**src/btb_consts.vh**
```
`ifndef BTB_CONSTS_VH
`define BTB_CONSTS_VH

// Operation codes on the request port
`define BTB_OP_NOP        4'h0
`define BTB_OP_BT         4'h1
`define BTB_OP_BF         4'h2
`define BTB_OP_BRANCH_SET_THEN_CLEAR      4'h3
`define BTB_OP_DECREMENT_BRANCH_NONZERO       4'h4
`define BTB_OP_SEL        4'h5
`define BTB_OP_EI         4'h6
`define BTB_OP_DI         4'h7
`define BTB_OP_HALT       4'h8
`define BTB_OP_STOP       4'h9

// Operand kinds on the request port
`define BTB_K_SADDR       3'h0
`define BTB_K_SFR         3'h1
`define BTB_K_ACC         3'h2
`define BTB_K_PSW         3'h3
`define BTB_K_HL          3'h4
`define BTB_K_REGB        3'h5
`define BTB_K_REGC        3'h6

// Instruction lengths in bytes
`define BTB_LEN1          16'h0001
`define BTB_LEN2          16'h0002
`define BTB_LEN3          16'h0003
`define BTB_LEN4          16'h0004

// Cycle counts in CPU clock periods
`define BTB_CYC2          5'h02
`define BTB_CYC4          5'h04
`define BTB_CYC6          5'h06
`define BTB_CYC8          5'h08
`define BTB_CYC9          5'h09
`define BTB_CYC10         5'h0A
`define BTB_CYC11         5'h0B
`define BTB_CYC12         5'h0C
// Extra cycles when the program is not fetched from internal ROM
`define BTB_EXT_FETCH     5'h02

// Register offsets on the software port
`define BTB_ADDR_ACC      4'h0
`define BTB_ADDR_REGB     4'h1
`define BTB_ADDR_REGC     4'h2
`define BTB_ADDR_PSW      4'h3
`define BTB_ADDR_PCC      4'h4
`define BTB_ADDR_STAT     4'h5
`define BTB_ADDR_PCL      4'h6
`define BTB_ADDR_PCH      4'h7

// Status word field positions
`define BTB_PSW_IE        7
`define BTB_PSW_BANK1     5
`define BTB_PSW_BANK0     3

// Status register field positions
`define BTB_ST_BUSY       0
`define BTB_ST_HALT       1
`define BTB_ST_STOP       2
`define BTB_ST_TAKEN      3

// Reset values
`define BTB_RST_BYTE      8'h00
`define BTB_RST_PSW       8'h02
`define BTB_RST_PC        16'h0000
`define BTB_RST_PCC       3'h0

`endif

```
**src/btb_cpu_tick.v**
```verilog
`timescale 1ns/100ps
// Divides the system clock into CPU clock ticks as the clock control selects
module btb_cpu_tick (
  // Clock and reset
  input  wire       mclk_i,
  input  wire       rst_n_i,
  // Divider select, 0 = every clock, n = every 2^n clocks, 4 and up = 16
  input  wire [2:0] div_sel_i,
  // One-cycle tick per CPU clock period
  output wire       tick_o
);

  reg  [3:0] div_cnt;
  reg  [3:0] mask;

  // Mask of the low counter bits that must all be set for a tick
  always @* begin
    case (div_sel_i)
      3'h0:    mask = 4'h0;
      3'h1:    mask = 4'h1;
      3'h2:    mask = 4'h3;
      3'h3:    mask = 4'h7;
      default: mask = 4'hF;
    endcase
  end

  // Free-running count; a changed select takes effect within one wrap
  always @(posedge mclk_i) begin
    if (!rst_n_i) begin
      div_cnt <= 4'h0;
    end else begin
      div_cnt <= div_cnt + 4'h1;
    end
  end

  assign tick_o = &(div_cnt | ~mask);

endmodule

```
**src/btb_exec.v**
```verilog
// Decided for this implementation: the register offsets and the strobed register port.
`timescale 1ns/100ps
`include "btb_consts.vh"

module btb_exec (
  // Clock and reset
  input  wire        mclk_i,
  input  wire        rst_n_i,
  // Software register port
  input  wire [3:0]  reg_addr_i,
  input  wire [7:0]  reg_wdata_i,
  input  wire        reg_wr_i,
  input  wire        reg_rd_i,
  output reg  [7:0]  reg_rdata_o,
  // Instruction request from the sequencer
  input  wire        req_i,
  input  wire [3:0]  req_op_i,
  input  wire [2:0]  req_kind_i,
  input  wire [2:0]  req_bit_i,
  input  wire [7:0]  req_disp_i,
  input  wire [7:0]  req_opr_i,
  input  wire        req_fast_ram_i,
  input  wire        req_rom_fetch_i,
  output wire        ready_o,
  // Completion
  output reg         done_o,
  output reg         taken_o,
  output reg  [7:0]  wb_data_o,
  output reg         wb_en_o,
  // Core state
  output wire [15:0] pc_o,
  output wire [7:0]  psw_o,
  output wire        halt_o,
  output wire        stop_o
);

  // Architectural state
  reg  [7:0]  acc;
  reg  [7:0]  reg_b;
  reg  [7:0]  reg_c;
  reg  [7:0]  program_status_word;
  reg  [15:0] pc;
  reg  [2:0]  processor_clock_control;
  reg         halt_mode;
  reg         stop_mode;
  reg         last_taken;

  // Latched request
  reg         busy;
  reg  [3:0]  op;
  reg  [2:0]  kind;
  reg  [2:0]  bitn;
  reg  [7:0]  disp;
  reg  [7:0]  opr;
  reg  [4:0]  cyc_cnt;

  // Next values
  reg  [7:0]  next_acc;
  reg  [7:0]  next_reg_b;
  reg  [7:0]  next_reg_c;
  reg  [7:0]  next_psw;
  reg  [15:0] next_pc;
  reg         next_halt;
  reg         next_stop;

  // Execution terms
  wire        tick;
  wire        finish;
  reg  [7:0]  src;
  reg         taken;
  reg  [7:0]  dec_val;
  reg  [7:0]  clr_val;
  reg         ext_wb;
  reg  [7:0]  ext_wb_data;
  wire [15:0] disp_ext;
  wire [15:0] seq_pc;

  // Length in bytes of each instruction form
  function [15:0] instr_len;
    input [3:0] f_op;
    input [2:0] f_kind;
    begin
      case (f_op)
        `BTB_OP_BT: begin
          instr_len = (f_kind == `BTB_K_SFR) ? `BTB_LEN4 : `BTB_LEN3;
        end
        `BTB_OP_BF, `BTB_OP_BRANCH_SET_THEN_CLEAR: begin
          if ((f_kind == `BTB_K_ACC) || (f_kind == `BTB_K_HL)) begin
            instr_len = `BTB_LEN3;
          end else begin
            instr_len = `BTB_LEN4;
          end
        end
        `BTB_OP_DECREMENT_BRANCH_NONZERO: begin
          instr_len = (f_kind == `BTB_K_SADDR) ? `BTB_LEN3 : `BTB_LEN2;
        end
        `BTB_OP_NOP: instr_len = `BTB_LEN1;
        default:     instr_len = `BTB_LEN2;
      endcase
    end
  endfunction

  // Cycle count; fast selects the first column (fast RAM or no data access)
  function [4:0] instr_cycles;
    input [3:0] f_op;
    input [2:0] f_kind;
    input       f_fast;
    begin
      case (f_op)
        `BTB_OP_BT: begin
          case (f_kind)
            `BTB_K_SADDR: instr_cycles = f_fast ? `BTB_CYC8 : `BTB_CYC9;
            `BTB_K_SFR:   instr_cycles = `BTB_CYC11;
            `BTB_K_ACC:   instr_cycles = `BTB_CYC8;
            `BTB_K_PSW:   instr_cycles = `BTB_CYC9;
            default:      instr_cycles = f_fast ? `BTB_CYC10 : `BTB_CYC11;
          endcase
        end
        `BTB_OP_BF: begin
          case (f_kind)
            `BTB_K_ACC: instr_cycles = `BTB_CYC8;
            `BTB_K_SFR: instr_cycles = `BTB_CYC11;
            `BTB_K_PSW: instr_cycles = `BTB_CYC11;
            default:    instr_cycles = f_fast ? `BTB_CYC10 : `BTB_CYC11;
          endcase
        end
        `BTB_OP_BRANCH_SET_THEN_CLEAR: begin
          case (f_kind)
            `BTB_K_ACC: instr_cycles = `BTB_CYC8;
            `BTB_K_SFR: instr_cycles = `BTB_CYC12;
            `BTB_K_PSW: instr_cycles = `BTB_CYC12;
            default:    instr_cycles = f_fast ? `BTB_CYC10 : `BTB_CYC12;
          endcase
        end
        `BTB_OP_DECREMENT_BRANCH_NONZERO: begin
          if (f_kind == `BTB_K_SADDR) begin
            instr_cycles = f_fast ? `BTB_CYC8 : `BTB_CYC10;
          end else begin
            instr_cycles = `BTB_CYC6;
          end
        end
        `BTB_OP_SEL: instr_cycles = `BTB_CYC4;
        `BTB_OP_NOP: instr_cycles = `BTB_CYC2;
        default:     instr_cycles = `BTB_CYC6;
      endcase
    end
  endfunction

  // CPU clock ticks; the whole count runs in these periods
  btb_cpu_tick u_tick (
    .mclk_i    (mclk_i),
    .rst_n_i   (rst_n_i),
    .div_sel_i (processor_clock_control),
    .tick_o    (tick)
  );

  // Standby modes block new requests until software wakes the core
  assign ready_o = ~busy & ~halt_mode & ~stop_mode;
  assign finish  = busy & tick & (cyc_cnt == `BTB_CYC2 - `BTB_CYC2 + 5'h01);

  // Displacement counts from the following instruction
  assign disp_ext = {{8{disp[7]}}, disp};
  assign seq_pc   = pc + instr_len(op, kind);

  // Operand byte, tested bit and the two modified values
  always @* begin
    case (kind)
      `BTB_K_ACC:  src = acc;
      `BTB_K_PSW:  src = program_status_word;
      `BTB_K_REGB: src = reg_b;
      `BTB_K_REGC: src = reg_c;
      default:     src = opr;
    endcase
    dec_val = src - 8'h01;
    clr_val = src & ~(8'h01 << bitn);
    case (op)
      `BTB_OP_BT:    taken = src[bitn];
      `BTB_OP_BF:    taken = ~src[bitn];
      `BTB_OP_BRANCH_SET_THEN_CLEAR: taken = src[bitn];
      `BTB_OP_DECREMENT_BRANCH_NONZERO:  taken = (dec_val != 8'h00);
      default:       taken = 1'b0;
    endcase
  end

  // Write-back of memory-resident operands goes out to the data bus
  always @* begin
    ext_wb      = 1'b0;
    ext_wb_data = `BTB_RST_BYTE;
    if ((kind == `BTB_K_SADDR) || (kind == `BTB_K_SFR) || (kind == `BTB_K_HL)) begin
      if ((op == `BTB_OP_BRANCH_SET_THEN_CLEAR) && taken) begin
        ext_wb      = 1'b1;
        ext_wb_data = clr_val;
      end else if ((op == `BTB_OP_DECREMENT_BRANCH_NONZERO) && (kind == `BTB_K_SADDR)) begin
        ext_wb      = 1'b1;
        ext_wb_data = dec_val;
      end
    end
  end

  // Next state: software writes first, finishing instruction overrides
  always @* begin
    next_acc   = acc;
    next_reg_b = reg_b;
    next_reg_c = reg_c;
    next_psw   = program_status_word;
    next_pc    = pc;
    next_halt  = halt_mode;
    next_stop  = stop_mode;
    if (reg_wr_i) begin
      case (reg_addr_i)
        `BTB_ADDR_ACC:  next_acc   = reg_wdata_i;
        `BTB_ADDR_REGB: next_reg_b = reg_wdata_i;
        `BTB_ADDR_REGC: next_reg_c = reg_wdata_i;
        `BTB_ADDR_PSW:  next_psw   = reg_wdata_i;
        `BTB_ADDR_PCL:  next_pc    = {pc[15:8], reg_wdata_i};
        `BTB_ADDR_PCH:  next_pc    = {reg_wdata_i, pc[7:0]};
        `BTB_ADDR_STAT: begin
          next_halt = 1'b0; // Any status write wakes the core
          next_stop = 1'b0;
        end
        default: begin
        end
      endcase
    end
    if (finish) begin
      next_pc = taken ? (seq_pc + disp_ext) : seq_pc;
      case (op)
        `BTB_OP_BRANCH_SET_THEN_CLEAR: begin
          if (taken && (kind == `BTB_K_ACC)) begin
            next_acc = clr_val;
          end
          if (taken && (kind == `BTB_K_PSW)) begin
            next_psw = clr_val;
          end
        end
        `BTB_OP_DECREMENT_BRANCH_NONZERO: begin
          if (kind == `BTB_K_REGB) begin
            next_reg_b = dec_val;
          end
          if (kind == `BTB_K_REGC) begin
            next_reg_c = dec_val;
          end
        end
        `BTB_OP_SEL: begin
          next_psw[`BTB_PSW_BANK1] = bitn[1];
          next_psw[`BTB_PSW_BANK0] = bitn[0];
        end
        `BTB_OP_EI:   next_psw[`BTB_PSW_IE] = 1'b1;
        `BTB_OP_DI:   next_psw[`BTB_PSW_IE] = 1'b0;
        `BTB_OP_HALT: next_halt = 1'b1;
        `BTB_OP_STOP: next_stop = 1'b1;
        default: begin
        end
      endcase
    end
  end

  // Request capture and CPU-cycle countdown
  always @(posedge mclk_i) begin
    if (!rst_n_i) begin
      busy    <= 1'b0;
      op      <= `BTB_OP_NOP;
      kind    <= `BTB_K_SADDR;
      bitn    <= 3'h0;
      disp    <= `BTB_RST_BYTE;
      opr     <= `BTB_RST_BYTE;
      cyc_cnt <= 5'h00;
    end else if (req_i && ready_o) begin
      busy    <= 1'b1;
      op      <= req_op_i;
      kind    <= req_kind_i;
      bitn    <= req_bit_i;
      disp    <= req_disp_i;
      opr     <= req_opr_i;
      // Slower fetch sources pay a fixed penalty on top of the listed count
      cyc_cnt <= instr_cycles(req_op_i, req_kind_i, req_fast_ram_i)
                 + (req_rom_fetch_i ? 5'h00 : `BTB_EXT_FETCH);
    end else if (finish) begin
      busy    <= 1'b0;
      cyc_cnt <= 5'h00;
    end else if (busy && tick) begin
      cyc_cnt <= cyc_cnt - 5'h01;
    end
  end

  // Architectural registers
  always @(posedge mclk_i) begin
    if (!rst_n_i) begin
      acc        <= `BTB_RST_BYTE;
      reg_b      <= `BTB_RST_BYTE;
      reg_c      <= `BTB_RST_BYTE;
      program_status_word        <= `BTB_RST_PSW;
      pc         <= `BTB_RST_PC;
      processor_clock_control        <= `BTB_RST_PCC;
      halt_mode  <= 1'b0;
      stop_mode  <= 1'b0;
      last_taken <= 1'b0;
    end else begin
      acc       <= next_acc;
      reg_b     <= next_reg_b;
      reg_c     <= next_reg_c;
      program_status_word       <= next_psw;
      pc        <= next_pc;
      halt_mode <= next_halt;
      stop_mode <= next_stop;
      if (reg_wr_i && (reg_addr_i == `BTB_ADDR_PCC)) begin
        processor_clock_control <= reg_wdata_i[2:0];
      end
      if (finish) begin
        last_taken <= taken;
      end
    end
  end

  // Completion pulse and write-back data, one cycle after the last tick
  always @(posedge mclk_i) begin
    if (!rst_n_i) begin
      done_o    <= 1'b0;
      taken_o   <= 1'b0;
      wb_en_o   <= 1'b0;
      wb_data_o <= `BTB_RST_BYTE;
    end else begin
      done_o    <= finish;
      taken_o   <= finish & taken;
      wb_en_o   <= finish & ext_wb;
      if (finish) begin
        wb_data_o <= ext_wb_data;
      end
    end
  end

  // Read data stands only in the cycle after the read strobe
  always @(posedge mclk_i) begin
    if (!rst_n_i) begin
      reg_rdata_o <= `BTB_RST_BYTE;
    end else if (reg_rd_i) begin
      case (reg_addr_i)
        `BTB_ADDR_ACC:  reg_rdata_o <= acc;
        `BTB_ADDR_REGB: reg_rdata_o <= reg_b;
        `BTB_ADDR_REGC: reg_rdata_o <= reg_c;
        `BTB_ADDR_PSW:  reg_rdata_o <= program_status_word;
        `BTB_ADDR_PCC:  reg_rdata_o <= {5'h00, processor_clock_control};
        `BTB_ADDR_STAT: begin
          reg_rdata_o <= 8'h00;
          reg_rdata_o[`BTB_ST_BUSY]  <= busy;
          reg_rdata_o[`BTB_ST_HALT]  <= halt_mode;
          reg_rdata_o[`BTB_ST_STOP]  <= stop_mode;
          reg_rdata_o[`BTB_ST_TAKEN] <= last_taken;
        end
        `BTB_ADDR_PCL:  reg_rdata_o <= pc[7:0];
        `BTB_ADDR_PCH:  reg_rdata_o <= pc[15:8];
        default:        reg_rdata_o <= 8'h00; // Unmapped reads return zero
      endcase
    end else begin
      reg_rdata_o <= 8'h00;
    end
  end

  assign pc_o   = pc;
  assign psw_o  = program_status_word;
  assign halt_o = halt_mode;
  assign stop_o = stop_mode;

endmodule

```
**config.mk**
```make
export PLATFORM = sky130hd
export DESIGN_NAME = btb_exec
export DESIGN_NICKNAME = d
export VERILOG_FILES = /design/src/btb_cpu_tick.v /design/src/btb_exec.v
export VERILOG_INCLUDE_DIRS = /design/src
export SDC_FILE = /design/constraint.sdc
export NUM_CORES = 1
export LEC_CHECK = 0
export BUFFER_PORTS_ARGS = -buffer_cell sky130_fd_sc_hd__buf_2
export CORE_UTILIZATION = 59
export CTS_CLUSTER_DIAMETER = 30
export DETAILED_ROUTE_END_ITERATION = 10
export GPL_TIMING_DRIVEN = 1
export PLACE_DENSITY = 0.9
export SLEW_MARGIN = 5
export SYNTH_ARGS = -nofsm -noshare
export SYNTH_HDL_FRONTEND = slang
export SYNTH_SLANG_ARGS = --single-unit
```
**constraint.sdc**
```tcl
create_clock -name mclk_i -period 4.9 [get_ports mclk_i]
set_clock_uncertainty 0.05 [all_clocks]
set_input_delay 1.225 -clock mclk_i [delete_from_list [all_inputs] [get_ports mclk_i]]
set_output_delay 1.225 -clock mclk_i [all_outputs]
set_load 0.05 [all_outputs]
```
==> summary.txt, run 1 <==
Critical path
  • Crit path DAT: 4.70 ns
  • Minimum setup slack among reg-to-reg paths: roughly 0.43 ns
  • Worst setup SP type: flop
  • Worst reg2reg path depth: 21
  • Critical path type: flop to flop
  • Critical Path End Type: flop
  • Crit-path max FO: 7
  • R2r startpoint: op[2]
  • Worst reg2reg path endpoint: pc_o[15]
  • WP data required: 5.13 ns

Layout
  • Fraction of layout cells with a size suffix above 1: about 16%
  • Area Overhead vs Synth: 10.8%
  • Commonest non-fill, non-tap cell in the layout: nand2_1
  • Antenna diodes: 0
  • Most frequent cells in the layout: nand2_1 (141), dfxtp_1 (109), buf_2 (90)
  • Final nets: 1055
  • Final core occ: 67.8%
  • Final Non-Filler Cells: 1155
  • Fin area: 8240 µm²

Synth
  • Number of flops mapped to enable cells by yosys: 0
  • Syn avg cell area: 8.06 µm²
  • Cell Area, Synth: 7440 µm²
  • Top FF cell, synth: dfxtp_1
  • Synthesized flop and latch total: 109
  • Post-synth ARST share: 0%
  • Synth Net Count: 996
  • Yosys warning total: 0
  • Sequential area share after synthesis: between 20% and 30%
  • Cells after synthesis: 923
  • Count of cell types in the netlist: 79

Timing
  • Period utilisation layout: 91.2%
  • Final TNS setup: 0 ns
  • Max-slew violations: 0
  • Slew @ Worst Pin: 1.05 ns
  • RSZ-0062 raised after global routing: no
  • Final-report setup violation count: 0
  • Hold Slack: 0.421 ns
  • Max transition margin: 29.9%
  • Fmax: 224 MHz
  • Hold Fails Final Rpt: 0
  • Min Tclk post-route: 4.47 ns

Route
  • Initial DRC count: between 900 and 1k
  • DRT Wirelength: roughly 22000 µm
  • Vias/cell: 6.59
  • Vias: 7613
  • Routed len/inst: 19.1 µm
  • Residual DRC count: 0
  • Drt pass-1 iters: 6
  • Post-route ant nets: 0

Power and ir drop
  • Sw Ratio: approximately 32%
  • Sequential share of power: 43.7%
  • NetSw: 713 µW
  • Comb power frac: between 20% and 30%
  • Pint: 1.49 mW
  • Leak: between 3 and 4 nW
  • Part of the power in the clock network: 34.2%
  • Cell area power density: roughly 270 nW/µm²
  • VDD IR max: 190 µV

Place
  • Post-DP HPWL: 16100 µm
  • Number of port buffers: 90
  • DP Area: between 7000 and 8000 µm²
  • Placed cells: between 1k and 1.5k
  • Routability congestion estimate: 1.02

Floorplan
  • Core area: approximately 12000 µm²
  • Die height: 114 µm
  • Die area: 13100 µm²
  • Initial core utilization: 61.2%
  • Die Span X: ~110 µm
  • Core Rows: 40
  • Top Ports: 91

Clock tree
  • H-tree depth: 3
  • Post-CTS Repair Setup Buffers: 0
  • Worst-path clk slew: 0.08 ns
  • Clock Sinks: roughly 110
  • Post_cts resized: 0
  • Max Root-Sink Buffers: 2
  • # hold bufs at CTS: 0
  • Cts bufs inserted: 9
  • TritonCTS clock tree: built
  • Clock latency reported for the late side of the worst-skew pair: 0.37 ns
  • Root Driver: clkbuf_16

Global routing
  • Number of global-route vias before repair: 6783
  • Initial antenna violation count: 0
  • GRT overflow: 0
  • First-pass GRT wire length: 34900 µm
  • Largest net degree at the start of global routing: 57
  • Total GRT Usage: 34.4%

Outcome
  • Status: finished, final reports clean

Hold path
  • Worst Hold Launch: opr[7]
  • HP Class: flop to flop
  • Hold path endpoint: opr[7]
  • Hold Path Depth: 2

Run
  • Max-Cap Viols: 0
==> layer usage <==
layer | GRT usage, % | wire (µm)
met1 | 46.7 | 8940
met2 | 52.6 | 9570
met3 | 7.36 | 2630
met4 | 14.9 | 878
met5 | 0 | 0
==> how the worst max path moves through the flow <==
stage | start | end | depth (start not counted)
floorplan | kind[0] | pc_o[15] | 22
global placement | op[2] | pc_o[15] | 21
detailed placement | op[2] | pc_o[15] | 21
CTS | op[2] | pc_o[15] | 21
global route | op[2] | pc_o[15] | 21
finish | op[2] | pc_o[15] | 21
==> sequential cells by signal, summed over array words and instances (netlist names) <==
name	flops
bitn	3
cyc_cnt	5
wb_en_o	1
reg_b	8
opr	8
u_tick.div_cnt	4
taken_o	1
disp	8
processor_clock_control	3
busy	1
last_taken	1
pc_o	16
acc	8
psw_o	8
wb_data_o	8
stop_o	1
done_o	1
kind	3
halt_o	1
op	4
reg_rdata_o	8
reg_c	8
==> worst max-delay path, cell delays in order (launching register included) <==
cell	delay, ns
dfxtp_1	0.42
nor2b_1	0.22
and2_2	0.23
nand3b_1	0.11
nand3_1	0.12
ha_1	0.18
inv_1	0.06
fa_1	0.40
inv_1	0.07
a21o_1	0.16
nand2_1	0.08
xnor2_1	0.20
ha_1	0.32
a21oi_1	0.16
o211ai_1	0.20
o221ai_2	0.27
o21ai_0	0.17
o21a_1	0.21
o21ai_0	0.20
mux2i_1	0.25
nand2_1	0.08
o311ai_1	0.22
==> cells in the mapped netlist (13+ instances only) <==
master | number | share of area [%]
nand2_1 | 141 | 7.1
dfxtp_1 | 109 | 29
nand3_1 | 67 | 4.5
a21oi_1 | 45 | 3.0
clkbuf_1 | 40 | 2.0
mux2i_1 | 39 | 5.2
nor2_1 | 39 | 2.0
o21ai_0 | 31 | 2.1
a21boi_0 | 29 | 2.9
inv_1 | 29 | 1.5
ha_1 | 26 | 4.4
o211a_1 | 25 | 3.4
nor3_1 | 23 | 1.5
mux2_2 | 21 | 3.2
xnor2_1 | 21 | 2.5
a22oi_1 | 20 | 2.0
nor2b_1 | 18 | 1.5
xor2_1 | 13 | 1.5
==> power groups by stage <==
| stage | logic, mW | clock network (mW) | registers (mW) |
|---|---|---|---|
| after floorplan | 0.334 | 0 | 0.986 |
| after global placement | 0.463 | 0 | 0.977 |
| after detailed placement | 0.472 | 0 | 0.979 |
| after CTS | 0.475 | 0.755 | 0.958 |
| after global routing | 0.528 | 0.789 | 0.964 |
| final | 0.488 | 0.751 | 0.960 |
==> final cells by class <==
type                            instances  area, µm²
Multi-Input combinational cell        730       4890
Clock buffer                            9        225
Tap cell                              168        210
Inverter                               29        109
Sequential cell                       109       2180
Clock inverter                          7       75.1
Timing Repair Buffer                  103        548
Fill cell                            1027       3920
==> per-stage QoR <==
| step | setup slack, ns | power (mW) |
|---|---|---|
| after global routing | 0.0271 | 2.28 |
| after detailed placement | 0.259 | 1.45 |
| after CTS | 0.239 | 2.19 |
| after global placement | 0.461 | 1.44 |
| final | 0.429 | 2.20 |
| after floorplan | 0.523 | 1.32 |
==> cells by family (layout without fill, tap and decap cells) <==
logic type | count (synthesis) | after routing | share of synthesized area (%)
compound gates | 252 | 252 | 25.1
xor+xnor | 34 | 34 | 4.00
fa+ha+maj | 28 | 28 | 4.91
buf+inv | 84 | 148 | 5.00
flops | 109 | 109 | 29.3
mux | 61 | 61 | 8.58
simple gates | 355 | 355 | 23.0
(Power assumes the default switching activity.)
==> run 2, diff against run 1 <==
- PLACE_DENSITY: 0.9 -> 0.81
==> summary.txt, run 2 (synthesis results as in run 1) <==
Timing
  • Max transition margin: 31.3% (+1.4 points)
  • Period utilisation layout: 91.7% (+0.43 points)
  • Max-slew violations: 0 (unchanged)
  • Fmax: 223 MHz (-0.47%)
  • Slew @ Worst Pin: 1.03 ns (-0.0214 ns)
  • Hold Fails Final Rpt: 0 (unchanged)
  • Final TNS setup: 0 ns (unchanged)
  • Final-report setup violation count: 0 (unchanged)
  • RSZ-0062 raised after global routing: no
  • PnR worst setup slack: 0.408 ns (-0.0210 ns)
  • Min Tclk post-route: 4.49 ns (+0.0210 ns)
  • Hold Slack: 0.417 ns (-0.00360 ns)

Power and ir drop
  • Total power draw: 2.14 mW (-2.5%)
  • Cell area power density: 261 nW/µm² (-2.1%)
  • Leak: 3.63 nW (-0.35%)
  • VDD IR max: 225 µV (+18%)

Floorplan
  • Top Ports: 91 (unchanged)
  • Die height: 114 µm (unchanged)
  • Core Rows: 40 (unchanged)
  • Die Span X: 114 µm (unchanged)
  • Core area: 12200 µm² (unchanged)
  • Die area: 13100 µm² (unchanged)
  • Initial core utilization: 61.2% (unchanged)

Route
  • Residual DRC count: 0 (unchanged)
  • DRT Wirelength: 21700 µm (-1.6%)
  • Routed len/inst: 18.8 µm (-1.6%)
  • Post-route ant nets: 0 (unchanged)
  • Vias/cell: 6.31 (-4.3%)
  • Vias: 7281 (-4.4%)
  • Initial DRC count: 785 (-14%)
  • Drt pass-1 iters: 6 (unchanged)

Clock tree
  • Root Driver: clkbuf_16
  • TritonCTS clock tree: built
  • Clock Sinks: 109 (unchanged)
  • Max Root-Sink Buffers: 2 (unchanged)
  • Clock latency reported for the late side of the worst-skew pair: 0.37 ns (about the same)
  • Cts bufs inserted: 9 (unchanged)
  • # hold bufs at CTS: 0 (unchanged)
  • Worst-path clk slew: 0.07 ns (about the same)
  • H-tree depth: 3 (unchanged)
  • Post-CTS Repair Setup Buffers: 0 (unchanged)

Layout
  • Final nets: 1055 (unchanged)
  • Most frequent cells in the layout: nand2_1 (141), dfxtp_1 (109), buf_2 (90)
  • Antenna diodes: 0 (unchanged)
  • Fraction of layout cells with a size suffix above 1: 15.7% (-0.19 points)
  • Fillers: 1074 (+4.6%)
  • Commonest non-fill, non-tap cell in the layout: nand2_1
  • Max reg flops: 16 (unchanged)
  • Area Overhead vs Synth: 10.4%
  • Final core occ: 67.6% (-0.22 points)

Global routing
  • Largest net degree at the start of global routing: 38 (-33%)
  • GRT overflow: 0 (unchanged)
  • First-pass GRT wire length: 34300 µm (-1.9%)
  • Total GRT Usage: 34.1% (-0.23 points)
  • Number of global-route vias before repair: 6548 (-3.5%)
  • Initial antenna violation count: 0 (unchanged)

Place
  • Routability congestion estimate: 0.982 (-3.8%)
  • Number of port buffers: 90 (unchanged)
  • Post-Place Worst Slack: 0.364 ns (+0.105 ns)
  • Post-DP HPWL: 16000 µm (-0.88%)

Hold path
  • HP Class: flop to flop
  • Hold Path Depth: 2 (unchanged)

Critical path
  • WP data required: 5.11 ns (-0.02 ns)
  • Worst setup SP type: flop
  • Minimum setup slack among reg-to-reg paths: 0.41 ns (-0.02 ns)
  • Critical path type: flop to flop
  • Crit path DAT: 4.70 ns (about the same)
  • CP startpoint: op[3]
  • Worst reg2reg path endpoint: pc_o[15]
  • R2r startpoint: op[3]
  • Crit-path max FO: 7 (unchanged)
  • Worst Setup EP: pc_o[15]
  • Critical Path End Type: flop
  • Worst reg2reg path depth: 20 (-4.8%)

Run
  • Max-Cap Viols: 0 (unchanged)

Outcome
  • Status: finished, final reports clean
==> run 2: changes by cell type in the layout (fill, tap and decap cells not counted), sizes merged <==
| cell | delta |
|---|---|
| clkinv | -1 |
| clkbuf | +1 |
| bufinv | -1 |
==> run 2: worst min-delay path by stage <==
stage / from / endpoint
2_1_floorplan: opr[7] / opr[7]
3_5_place_dp: opr[7] / opr[7]
3_3_place_gp: opr[7] / opr[7]
6_report: opr[7] / opr[7]
4_1_cts: opr[7] / opr[7]
5_1_grt: wb_data_o[0] / wb_data_o[0]
==> run 2: cell type report <==
class                   count  area [µm²]  area share (%)
multi-input cells         730        4890            59.5
flip-flops and latches    109        2180            26.6
repair buffers            103         548            6.67
clock buffers              10         239            2.91
well taps                 168         210            2.56
inverters                  29         109            1.33
clock inverters             5        36.3           0.442
==> run 2: routing by layer <==
layer / routed length, µm / track usage, % / vias to the layer above
met3: 2280 / 8.89 / 50
met4: 652 / 13.9 / 0
met1: 9220 / 45.3 / 3328
li1: - / - / 3499
met5: 0 / 0 / -
met2: 9500 / 52.6 / 404
==> run 2: what timing repair did <==
| item | in CTS | in global routing |
|---|---|---|
| setup endpoints to repair | 0 | 1 |
| resized for setup | 0 | 1 |
| hold endpoints to repair | 0 | 0 |
==> run 2: worst max-delay path, stage by stage (launching register included) <==
cell       delay [ns]
dfxtp_1          0.37
nor2_1           0.34
o2111ai_1        0.22
nand3_1          0.15
ha_1             0.18
inv_1            0.06
fa_1             0.40
inv_1            0.07
a21o_1           0.16
nand2_1          0.08
xnor2_1          0.15
ha_1             0.35
a21oi_1          0.15
o211ai_1         0.19
o221ai_2         0.28
o21ai_0          0.18
o21a_1           0.21
o21ai_0          0.19
mux2i_1          0.26
nand2_1          0.08
o311ai_1         0.26
==> run 2: power by group <==
| group | switching [mW] | internal [mW] | total (mW) |
|---|---|---|---|
| combinational | 0.309 | 0.171 | 0.480 |
| clock | 0.347 | 0.357 | 0.704 |
| sequential | 0.0443 | 0.917 | 0.961 |
==> run 2: through the flow <==
| stage | cells | instance area (µm²) |
|---|---|---|
| 6_report | 1154 | 8220 |
| 5_1_grt | 1154 | 8220 |
| 4_1_cts | 1154 | 8210 |
| 3_5_place_dp | 1139 | 7930 |
| 3_3_place_gp | 1139 | 7930 |
| 2_1_floorplan | 923 | 7440 |
==> run 3, diff against run 2 <==
- CELL_PAD_IN_SITES_DETAIL_PLACEMENT: not set -> 1
- CELL_PAD_IN_SITES_GLOBAL_PLACEMENT: not set -> 1
- CORE_UTILIZATION: 59 -> 43
- PLACE_DENSITY: 0.81 -> not set
- PLACE_DENSITY_LB_ADDON: not set -> 0.1
==> summary.txt, run 3 (synthesis results as in run 1) <==
Timing
  • Period utilisation layout: 89.7% (-2.0 points)
  • Min Tclk post-route: 4.40 ns (-0.0957 ns)
  • Max-slew violations: 0 (unchanged)
  • RSZ-0062 raised after global routing: no
  • Hold Fails Final Rpt: 0 (unchanged)
  • Max transition margin: 28.2% (-3.1 points)
  • Slew @ Worst Pin: 1.07 ns (+0.0460 ns)
  • Hold Slack: 0.429 ns (+0.0121 ns)
  • Fmax: 227 MHz (+2.2%)
  • Final TNS setup: 0 ns (unchanged)
  • Final-report setup violation count: 0 (unchanged)

Global routing
  • First-pass GRT wire length: 39400 µm (+15%)
  • Number of global-route vias before repair: 6988 (+6.7%)
  • Initial antenna violation count: 0 (unchanged)
  • Total GRT Usage: 28.8% (-5.4 points)
  • GRT overflow: 0 (unchanged)
  • Largest net degree at the start of global routing: 98 (+160%)

Place
  • Post-DP HPWL: 18900 µm (+18%)
  • Routability congestion estimate: 0.907 (-7.7%)
  • Number of port buffers: 90 (unchanged)
  • DP Area: 8000 µm² (+0.88%)

Layout
  • Antenna diodes: 0 (unchanged)
  • Commonest non-fill, non-tap cell in the layout: nand2_1
  • Final core occ: 49.5% (-18 points)
  • Fraction of layout cells with a size suffix above 1: 15.7% (-0.016 points)
  • Most frequent cells in the layout: nand2_1 (141), dfxtp_1 (109), buf_2 (90)
  • Fin area: 8300 µm² (+1.0%)
  • Max reg flops: 16 (unchanged)
  • Area Overhead vs Synth: 11.6%
  • Final nets: 1055 (unchanged)

Clock tree
  • Root Driver: clkbuf_16
  • Max Root-Sink Buffers: 2 (unchanged)
  • Clock Sinks: 109 (unchanged)
  • Worst-path clk slew: 0.08 ns (about the same)
  • Cts bufs inserted: 9 (unchanged)
  • H-tree depth: 3 (unchanged)
  • TritonCTS clock tree: built
  • # hold bufs at CTS: 0 (unchanged)
  • Clock latency reported for the late side of the worst-skew pair: 0.37 ns (about the same)

Critical path
  • Critical path type: flop to flop
  • Crit-path max FO: 7 (unchanged)
  • WP data required: 5.12 ns (about the same)
  • Critical Path End Type: flop
  • Crit path DAT: 4.62 ns (-0.08 ns)
  • Worst setup SP type: flop

Run
  • Max-Cap Viols: 0 (unchanged)

Power and ir drop
  • Leak: 3.64 nW (+0.36%)
  • VDD IR max: 181 µV (-19%)
  • Cell area power density: 264 nW/µm² (+1.1%)

Route
  • Routed len/inst: 20.9 µm (+11%)
  • Residual DRC count: 0 (unchanged)
  • Post-route ant nets: 0 (unchanged)
  • Drt pass-1 iters: 7 (+1)
  • Vias/cell: 6.05 (-4.2%)
  • Vias: 7297 (+0.22%)
  • DRT Wirelength: 25200 µm (+16%)
  • Initial DRC count: 591 (-25%)

Floorplan
  • Die area: 17800 µm² (+37%)
  • Top Ports: 91 (unchanged)
  • Initial core utilization: 44.4% (-17 points)
  • Core area: 16800 µm² (+38%)
  • Core Rows: 47 (+18%)
  • Die Span X: 134 µm (+17%)
  • Die height: 134 µm (+17%)

Hold path
  • HP Class: flop to flop

Outcome
  • Status: finished, final reports clean
## run 3: cell types whose count changed in the layout (fill, tap and decap cells not counted)
| cell | delta |
|---|---|
| clkbuf_8 | -1 |
| buf_12 | +1 |
| inv_6 | +2 |
| clkbuf_1 | +1 |
| clkinvlp_4 | -2 |
| inv_8 | +1 |
| clkinv_4 | +1 |
| buf_4 | -1 |
| clkinv_2 | -1 |
## run 3: routing by layer
metal | vias to the layer above | track usage, % | share of wire [%]
met4 | 0 | 6.25 | 1.8
met3 | 33 | 5.48 | 5.3
met2 | 231 | 45.1 | 45
li1 | 3494 | - | -
met1 | 3539 | 40.6 | 48
met5 | - | 0 | 0
## run 3: final cells by class
type                    count  area [µm²]
fillers                  2132        8460
multi-input cells         730        4890
flip-flops and latches    109        2180
repair buffers            103         561
well taps                 220         275
clock buffers              10         229
inverters                  29         109
clock inverters             6        53.8
## run 3: worst paths after layout
| path | cells past startpoint | from | slack [ns] | end |
|---|---|---|---|---|
| max | 21 | op[2] | 0.50 | pc_o[15] |
| min | 2 | opr[7] | 0.43 | opr[7] |
| max reg2reg | 21 | op[2] | 0.50 | pc_o[15] |
| min reg2reg | 2 | opr[7] | 0.43 | opr[7] |
## run 3: stage by stage
step                power, mW  std cells  setup WS, ns
finish                   2.19       1207         0.504
global route             2.29       1207        0.0306
CTS                      2.20       1206         0.310
detailed placement       1.47       1190         0.327
global placement         1.46       1190         0.529
floorplan                1.32        923         0.523
## run 3: critical path, stage by stage, from the launching register on
cell and delay (ns):
dfxtp_1 0.43, nor2b_1 0.23, and2_0 0.20, nand3b_1 0.11, nand3_1 0.11, ha_1 0.17, inv_1 0.05, fa_1 0.40
inv_1 0.07, a21o_1 0.16, nand2_1 0.08, xnor2_1 0.20, ha_1 0.32, a21oi_1 0.15, o211ai_1 0.20, o221ai_2 0.23
o21ai_0 0.15, o21a_1 0.21, o21ai_0 0.21, mux2i_1 0.26, nand2_1 0.08, o311ai_1 0.22
## run 3: report_power, final
group / total, mW / switching (mW) / leakage (nW) / internal, mW
sequential: 0.963 / 0.0468 / 0.885 / 0.916
clock: 0.736 / 0.379 / 0.136 / 0.356
combinational: 0.492 / 0.320 / 2.62 / 0.172
## run 3: repair_timing
item / in CTS / in global routing
setup endpoints to repair: 0 / 1
buffers inserted: 0 / 1
gates resized for setup: 0 / 1
